--- src/ffmd_params.svh ---
// Register map, field positions and reset values of the freefall/motion detector.
// Assumes an 8-bit register bus with byte offsets as printed.
`ifndef FFMD_PARAMS_SVH
`define FFMD_PARAMS_SVH

`define FFMD_ADDR_CFG      8'h15
`define FFMD_ADDR_SRC      8'h16
`define FFMD_ADDR_THS      8'h17
`define FFMD_ADDR_CNT      8'h18
`define FFMD_ADDR_IRQ      8'h19

`define FFMD_CFG_LATCH     7
`define FFMD_CFG_OR_SEL    6
`define FFMD_CFG_EN_HI     5
`define FFMD_CFG_EN_LO     3
`define FFMD_SRC_ACTIVE    7
`define FFMD_THS_DBMODE    7
`define FFMD_IRQ_EN        0
`define FFMD_IRQ_ROUTE     1

`define FFMD_CFG_RESET     8'h00
`define FFMD_THS_RESET     8'h00
`define FFMD_CNT_RESET     8'h00
`define FFMD_IRQ_RESET     2'h0

`endif

--- src/ffmd_pkg.sv ---
// Types shared by the freefall/motion detector.
// Assumes the constants header is included alongside.
package ffmd_pkg;
  typedef logic [7:0] ffmd_byte_t;
  typedef logic [9:0] ffmd_sample_t;
endpackage

--- src/ffmd_detector.sv ---
// Freefall/motion event detector: per-axis threshold compare, debounce,
// latched or live source register, interrupt gating.
// Assumes a sample strobe from the data path once per output data rate and
// a register master that never issues read and write together.
// Assumes samples are two's complement and stand while the strobe is high;
// the register port answers every read in the following cycle, with no wait.
`timescale 1ns/1ps
`default_nettype none
`include "ffmd_params.svh"

module ffmd_detector #(
  parameter int SAMPLE_W = 10,
  parameter int THS_LSB  = 3
) (
  // Clock and reset
  input  wire logic                  clk,
  input  wire logic                  resetn,
  // Acceleration samples, two's complement, one strobe per sample
  input  wire logic                  sample_valid,
  input  wire ffmd_pkg::ffmd_sample_t accel_x,
  input  wire ffmd_pkg::ffmd_sample_t accel_y,
  input  wire ffmd_pkg::ffmd_sample_t accel_z,
  // Register port
  input  wire logic [7:0]            reg_addr,
  input  wire ffmd_pkg::ffmd_byte_t  reg_wdata,
  input  wire logic                  reg_write,
  input  wire logic                  reg_read,
  output logic [7:0]                 reg_rdata,
  // Interrupt routing
  output logic                       irq_pin1,
  output logic                       irq_pin2
);
  import ffmd_pkg::*;

  // Axes handled by the per-axis loop; index 0 is X, 2 is Z
  localparam int N_AXES = 3;

  // Software-visible registers
  ffmd_byte_t cfg_reg;
  ffmd_byte_t ths_reg;
  ffmd_byte_t cnt_reg;
  logic [1:0] irq_reg;

  // Debounce counter, event-active flag and per-axis flag pairs
  logic [7:0] dbc_reg;
  logic [7:0] dbc_next;
  logic [7:0] dbc_step;
  logic       active_reg;
  logic       active_next;
  logic [5:0] flags_reg;
  logic [5:0] flags_next;

  // Registered read data
  logic [7:0] rdata_reg;

  // Configuration fields
  wire        latch_en   = cfg_reg[`FFMD_CFG_LATCH];
  wire        or_sel     = cfg_reg[`FFMD_CFG_OR_SEL];
  wire [2:0]  axis_en    = cfg_reg[`FFMD_CFG_EN_HI:`FFMD_CFG_EN_LO];

  // Threshold fields
  wire        db_clear   = ths_reg[`FFMD_THS_DBMODE];
  wire [6:0]  threshold  = ths_reg[6:0];

  // Interrupt control fields
  wire        irq_enable = irq_reg[`FFMD_IRQ_EN];
  wire        irq_route  = irq_reg[`FFMD_IRQ_ROUTE];

  // Address decode
  wire        hit_cfg    = (reg_addr == `FFMD_ADDR_CFG);
  wire        hit_src    = (reg_addr == `FFMD_ADDR_SRC);
  wire        hit_ths    = (reg_addr == `FFMD_ADDR_THS);
  wire        hit_cnt    = (reg_addr == `FFMD_ADDR_CNT);
  wire        hit_irq    = (reg_addr == `FFMD_ADDR_IRQ);

  // The source register has no write strobe, so writes to it fall away
  wire        wr_cfg     = reg_write && hit_cfg;
  wire        wr_ths     = reg_write && hit_ths;
  wire        wr_cnt     = reg_write && hit_cnt;
  wire        wr_irq     = reg_write && hit_irq;
  wire        rd_src     = reg_read && hit_src;

  // Only a latched source register is cleared by reading it; in live mode
  // a read has no side effect at all
  wire        src_clear  = rd_src && latch_en;

  // Per-axis compare results and enable pairs
  wire [N_AXES-1:0]   axis_hi;
  wire [N_AXES-1:0]   axis_low;
  wire [N_AXES-1:0]   axis_neg;
  wire [N_AXES-1:0]   axis_evt;
  wire [5:0]          raw_flags;
  wire [5:0]          en_pairs;
  wire [SAMPLE_W-1:0] samples [N_AXES];
  wire [SAMPLE_W-1:0] thr_wide = SAMPLE_W'(threshold);

  assign samples[0] = accel_x;
  assign samples[1] = accel_y;
  assign samples[2] = accel_z;

  // Threshold counts are 0.063 g; the magnitude is shifted onto that scale,
  // by a fixed THS_LSB, so the compare does not adapt to the full-scale range
  genvar g;
  generate
    for (g = 0; g < N_AXES; g++) begin : g_axis
      wire [SAMPLE_W-1:0] s     = samples[g];
      wire                s_neg = s[SAMPLE_W-1];
      wire [SAMPLE_W-1:0] s_inv = SAMPLE_W'(-s);
      wire [SAMPLE_W-1:0] mag   = s_neg ? s_inv : s;
      wire [SAMPLE_W-1:0] mag_c = mag >> THS_LSB;

      // Strictly above is high g; at or below is low g
      assign axis_hi[g]  = (mag_c > thr_wide);
      assign axis_low[g] = !axis_hi[g];
      assign axis_neg[g] = s_neg;

      // Disabled axes never flag
      assign axis_evt[g] = (or_sel ? axis_hi[g] : axis_low[g]) && axis_en[g];

      // Flag in the upper bit of the pair, polarity in the lower
      assign raw_flags[2*g+1] = axis_evt[g];
      assign raw_flags[2*g]   = axis_neg[g] && axis_evt[g];
      assign en_pairs[2*g+1]  = axis_en[g];
      assign en_pairs[2*g]    = axis_en[g];
    end
  endgenerate

  // Combination of the enabled axes; with no axis enabled there is no
  // condition, even under AND, which is how the function is switched off
  wire        any_en     = (axis_en != 3'h0);
  wire        any_evt    = (axis_evt != 3'h0);
  wire        all_evt    = (axis_evt == axis_en);
  wire        comb_evt   = or_sel ? any_evt : all_evt;
  wire        cond       = any_en && comb_evt;

  // Debounce target and counter state
  wire [7:0]  cnt_limit  = cnt_reg;
  wire [7:0]  dbc_inc    = dbc_reg + 8'h01;
  wire [7:0]  dbc_dec    = dbc_reg - 8'h01;
  wire        below_lim  = (dbc_reg < cnt_limit);
  wire        dbc_zero   = (dbc_reg == 8'h00);

  // One counter step for the current sample. It saturates at the target, so a
  // long event never leaves a backlog that would delay the end of it
  always_comb begin
    dbc_step = dbc_reg;
    if (cond) begin
      if (below_lim) begin
        dbc_step = dbc_inc;
      end
    end else if (db_clear) begin
      dbc_step = 8'h00;
    end else if (!dbc_zero) begin
      dbc_step = dbc_dec;
    end
  end

  // The target counts as reached by the sample that brings the counter there;
  // a count of zero therefore flags on the first qualifying sample
  wire        target_hit = cond && (dbc_step >= cnt_limit);

  // Counter moves only on a sample; a latched source read clears it
  always_comb begin
    dbc_next = dbc_reg;
    if (sample_valid) begin
      dbc_next = dbc_step;
    end
    if (src_clear) begin
      dbc_next = 8'h00;
    end
  end

  // Event-active flag: sticky in latched mode, live otherwise. A source read
  // beats a same-cycle set, so the next event re-qualifies over the full delay
  always_comb begin
    active_next = active_reg;
    if (sample_valid) begin
      if (latch_en) begin
        if (!active_reg && target_hit) begin
          active_next = 1'b1;
        end
      end else begin
        active_next = target_hit;
      end
    end else if (!latch_en) begin
      active_next = active_reg && any_en;
    end
    if (src_clear) begin
      active_next = 1'b0;
    end
  end

  // Axis flags follow each sample while nothing is latched, and freeze with
  // the sample that sets the latched event-active flag
  wire        flags_open = !latch_en || !active_reg;

  always_comb begin
    flags_next = flags_reg;
    if (sample_valid) begin
      if (flags_open) begin
        flags_next = raw_flags;
      end
    end else if (!latch_en) begin
      flags_next = flags_reg & en_pairs;
    end
    if (src_clear) begin
      flags_next = 6'h00;
    end
  end

  // Next values of the software-visible registers
  wire [7:0]  cfg_next   = wr_cfg ? {reg_wdata[7:3], 3'h0} : cfg_reg;
  wire [7:0]  ths_next   = wr_ths ? reg_wdata : ths_reg;
  wire [7:0]  cnt_next   = wr_cnt ? reg_wdata : cnt_reg;
  wire [1:0]  irq_next   = wr_irq ? reg_wdata[1:0] : irq_reg;

  // Source register image; disabled axes are masked here as well, so a
  // latched pair reads zero as soon as its axis is switched off
  wire [5:0]  src_flags  = flags_reg & en_pairs;
  wire [7:0]  src_val    = {active_reg, 1'b0, src_flags};

  // Read multiplexer; unmapped addresses read zero
  wire [7:0]  rd_mux     = hit_cfg ? cfg_reg :
                           hit_src ? src_val :
                           hit_ths ? ths_reg :
                           hit_cnt ? cnt_reg :
                           hit_irq ? {6'h00, irq_reg} : 8'h00;

  // Read data stand for the one cycle after the strobe and are zero otherwise,
  // so a master that samples late sees zero rather than stale data
  wire [7:0]  rdata_next = reg_read ? rd_mux : 8'h00;

  // Configuration register
  always_ff @(posedge clk) begin
    if (!resetn) begin
      cfg_reg <= `FFMD_CFG_RESET;
    end else begin
      cfg_reg <= cfg_next;
    end
  end

  // Threshold register
  always_ff @(posedge clk) begin
    if (!resetn) begin
      ths_reg <= `FFMD_THS_RESET;
    end else begin
      ths_reg <= ths_next;
    end
  end

  // Debounce count register
  always_ff @(posedge clk) begin
    if (!resetn) begin
      cnt_reg <= `FFMD_CNT_RESET;
    end else begin
      cnt_reg <= cnt_next;
    end
  end

  // Interrupt control register
  always_ff @(posedge clk) begin
    if (!resetn) begin
      irq_reg <= `FFMD_IRQ_RESET;
    end else begin
      irq_reg <= irq_next;
    end
  end

  // Debounce counter
  always_ff @(posedge clk) begin
    if (!resetn) begin
      dbc_reg <= 8'h00;
    end else begin
      dbc_reg <= dbc_next;
    end
  end

  // Event-active flag
  always_ff @(posedge clk) begin
    if (!resetn) begin
      active_reg <= 1'b0;
    end else begin
      active_reg <= active_next;
    end
  end

  // Axis flag pairs
  always_ff @(posedge clk) begin
    if (!resetn) begin
      flags_reg <= 6'h00;
    end else begin
      flags_reg <= flags_next;
    end
  end

  // Read data
  always_ff @(posedge clk) begin
    if (!resetn) begin
      rdata_reg <= 8'h00;
    end else begin
      rdata_reg <= rdata_next;
    end
  end

  // Interrupt: route set selects pin 1, route clear selects pin 2. The pins
  // follow the event-active flag directly, so in latched mode they clear with the source read
  wire        irq_live   = active_reg && irq_enable;

  assign reg_rdata = rdata_reg;
  assign irq_pin1  = irq_live && irq_route;
  assign irq_pin2  = irq_live && !irq_route;

endmodule

`default_nettype wire

--- config.mk ---
export PLATFORM = sky130hd
export DESIGN_NAME = ffmd_detector
export DESIGN_NICKNAME = d
export VERILOG_FILES = /design/src/ffmd_pkg.sv /design/src/ffmd_detector.sv
export VERILOG_INCLUDE_DIRS = /design/src
export SDC_FILE = /design/constraint.sdc
export NUM_CORES = 1
export LEC_CHECK = 0
export ABC_AREA = 1
export BUFFER_PORTS_ARGS = -buffer_cell sky130_fd_sc_hd__buf_2
export CAP_MARGIN = 10
export CORE_ASPECT_RATIO = 0.9
export CORE_UTILIZATION = 36
export DETAILED_ROUTE_END_ITERATION = 8
export PLACE_DENSITY = 0.59
export SLEW_MARGIN = 20
export SYNTH_ARGS = -nofsm -noshare
export SYNTH_HDL_FRONTEND = slang
export SYNTH_SLANG_ARGS = --single-unit
--- constraint.sdc ---
create_clock -name clk -period 5.4 [get_ports clk]
set_input_delay 1.08 -clock clk [delete_from_list [all_inputs] [get_ports clk]]
set_output_delay 1.08 -clock clk [all_outputs]
set_load 0.05 [all_outputs]
==> flow_summary.yaml <==
worst_setup_path:
  rr_startpoint: "ths_reg[5]$_SDFFE_PN0P_"
  path_class: "input port to register"
  r2r_end: "active_reg$_SDFFE_PP0P_"
  cp_data_arrival_time_ps: 4930
  cpPeakStageDelay_ps: 290
  crit_path_end_kind: "register"
  cp_top_family: "simple AND/OR/NAND/NOR gates"
  critPathSlowestCell: "ha_1"
  r2r_cells: 26
  rrSetupSlack_ps: 2040
  cpMostUsedCell: "nand2_1"
  critPathBufInv: 7
  path_max_fanout: 9
  cp-start-kind: "input port"
  crit_required_ps: 5590
logic_synthesis:
  yosysMostFrequentCell: "nand2_1"
  synth_edf_count: 0
  synth_nets: 666
  synth_area_um2: 3780
  ys_warn_count: 0
  synth_top_area_share_pct: 24.3
  async_flop_share_pct: 0
  synth_top_cells_by_count: "nand2_1, inv_1, o21ai_0, a21oi_1, dfxtp_1"
  avgSynthCellArea_um2: 6.57
  netlist_top_cells_area: "dfxtp_1, ha_1, nand2_1, inv_1, o21ai_0"
  synthFlopType: "dfxtp_1"
  synth_seq_cells: 46
  netlist-cell-type-count: 38
  ys_seq_area_share_pct: 24.3
  netlist_instances: 576
  synth_top_area_cell: "dfxtp_1"
sta:
  period_share_pct: 87.9
  fmax_mhz: 211
  setup_ws_ps: 654
  period_needed_ps: 4750
  skew_ps: 8.68
  slew_headroom_pct: 46.6
  final.setup.tns_ps: 0
  rsz0062_at_grt: "false"
  whs_ps: 519
  setup_violations: 0
  hold_viol_final: 0
  maxSlewViolCount: 0
  worst_pin_slew_ps: 795
clock_tree:
  cts.sinks: 46
  clock_path_buffers: 2
  clk_pin_slew_ps: 70
  root_buffer: "clkbuf_16"
  htree_levels: 2
  cts_buffers: 5
  holdBufCountCts: 0
  clk_latency_ps: 290
  post_cts_buffers: 0
  tritoncts: "yes"
place:
  placed_cell_area_um2: 4190
  dp_hpwl_mm: 8.29
  gp_congestion: 0.885
  port_buffers: 60
  dp_slack_ps: 314
layout:
  antenna_cells: 0
  register_area_um2: 921
  nets: 721
  syn_to_final_growth_pct: 15.4
  n_fill_cell: 1105
  final_layout_size_suffix_gt1_share_pct: 13.6
  stdcell_area_um2: 4370
  multi_input_area_um2: 2430
floorplan:
  rows: 35
  coreArea_um2: 10200
  dieArea_um2: 10900
  die_h_um: 99.3
  boundaryPins: 61
  die_w_um: 110
  start_util_pct: 36.9
grt:
  grt_overflow_total: 0
  grt_max_degree: 22
  grtUsageTotal_pct: 19.6
  antenna_found_initial: 0
  grt_pass1_wl_mm: 16.9
  grt_pass1_vias: 3542
worst_hold_path:
  holdPathEnd: "reg_rdata[4]$_SDFF_PN0_"
  hold_depth: 2
  holdCritStartpoint: "ths_reg[4]$_SDFFE_PN0P_"
  hold_path.class: "register to register"
detailed_routing:
  postRouteAntennaNets: 0
  vias: 3858
  drtIter0Drc: 292
  totalWireLength_mm: 10.2
  wl_per_cell_um: 13.4
  drcViolationCount: 0
  via_per_inst: 5.07
  drt-pass1-iter-count: 5
outcome:
  status: "complete, no violations"
power:
  leakage_nw: 2.06
  power_density_nw_per_um2: 231
  ir_drop_mv: 0.159
run:
  maxCapViolCount: 0
layout by cell type (no fill, tap or decap), types with 2 or more instances in the layout:
master / count
o21ai_0: 50
nor2_1: 43
nand2_1: 121
a31oi_1: 7
xnor2_1: 13
buf_2: 60
o21ai_1: 3
o221ai_1: 4
nor3_1: 10
nor2_2: 3
inv_1: 99
dfxtp_1: 46
nand3b_1: 2
clkbuf_16: 5
nor3_4: 2
nand3_1: 24
nand4_1: 5
nand2_2: 4
inv_2: 2
a21oi_1: 47
ha_1: 39
a211oi_1: 5
o211ai_1: 4
xor2_1: 16
worst register-to-register path: cells and delay by family (launching register included):
family	cells	cell delay, ps
DFF	1	300
AOI/OAI and AO/OA	2	270
adders and majority gates	2	580
buffers and inverters	4	430
and+or+nand+nor	18	1660
through the flow:
stage                     utilization, %  total power, mW  std cells
after global routing                42.6             1.08        761
after detailed placement            40.9            0.658        753
after CTS                           42.5             1.01        761
final                               42.6             1.01        761
after floorplan                        -            0.579        576
after global placement              40.9            0.654        753
cell families (layout without fill, tap and decap cells):
group                    count (synthesis)  in the layout  share of synthesized area [%]
adder cells (fa/ha/maj)                 39             39                           12.9
buffers and inverters                  114            170                           11.6
XOR/XNOR                                29             29                           6.71
AND/OR/NAND/NOR                        221            221                           25.8
AO/OA/AOI/OAI                          127            127                           18.6
flip-flops                              46             46                           24.3
routing by layer:
| metal | share of wire (%) | global-route usage (%) | up-vias |
|---|---|---|---|
| li1 | - | - | 1989 |
| met1 | 47 | 26.9 | 1713 |
| met2 | 45 | 31.5 | 139 |
| met3 | 6.5 | 3.41 | 17 |
| met4 | 1.6 | 4.92 | 0 |
| met5 | 0 | 0 | - |
how the worst max path moves through the flow:
stage	slack [ps]	depth (start not counted)	from	to
2_1_floorplan	900	39	accel_y[1]	active_reg$_SDFFE_PP0P_
3_3_place_gp	460	40	accel_y[1]	active_reg$_SDFFE_PP0P_
3_5_place_dp	310	36	accel_x[1]	active_reg$_SDFFE_PP0P_
4_1_cts	590	36	accel_x[1]	active_reg$_SDFFE_PP0P_
5_1_grt	10	41	accel_y[1]	active_reg$_SDFFE_PP0P_
6_report	650	36	accel_x[1]	active_reg$_SDFFE_PP0P_
area by class of cell:
cell class	instances	share of cell area [%]
multi-input combinational	416	55.7
timing repair buffer	60	6.87
tap	129	3.70
sequential	46	21.1
inverter	102	8.82
clock buffer	5	2.86
clock inverter	3	1.00
where the power goes:
group / leakage [nW] / total [mW] / switching [mW] / internal, mW
registers: 0.373 / 0.362 / 0.0150 / 0.347
logic: 1.60 / 0.292 / 0.175 / 0.117
clock network: 0.0842 / 0.357 / 0.137 / 0.219
repair_timing:
item | in CTS | in global routing
gates resized for setup | 0 | 3
endpoints found under the setup margin | 0 | 1
hold endpoints to repair | 0 | 0
(Power assumes the default switching activity.)
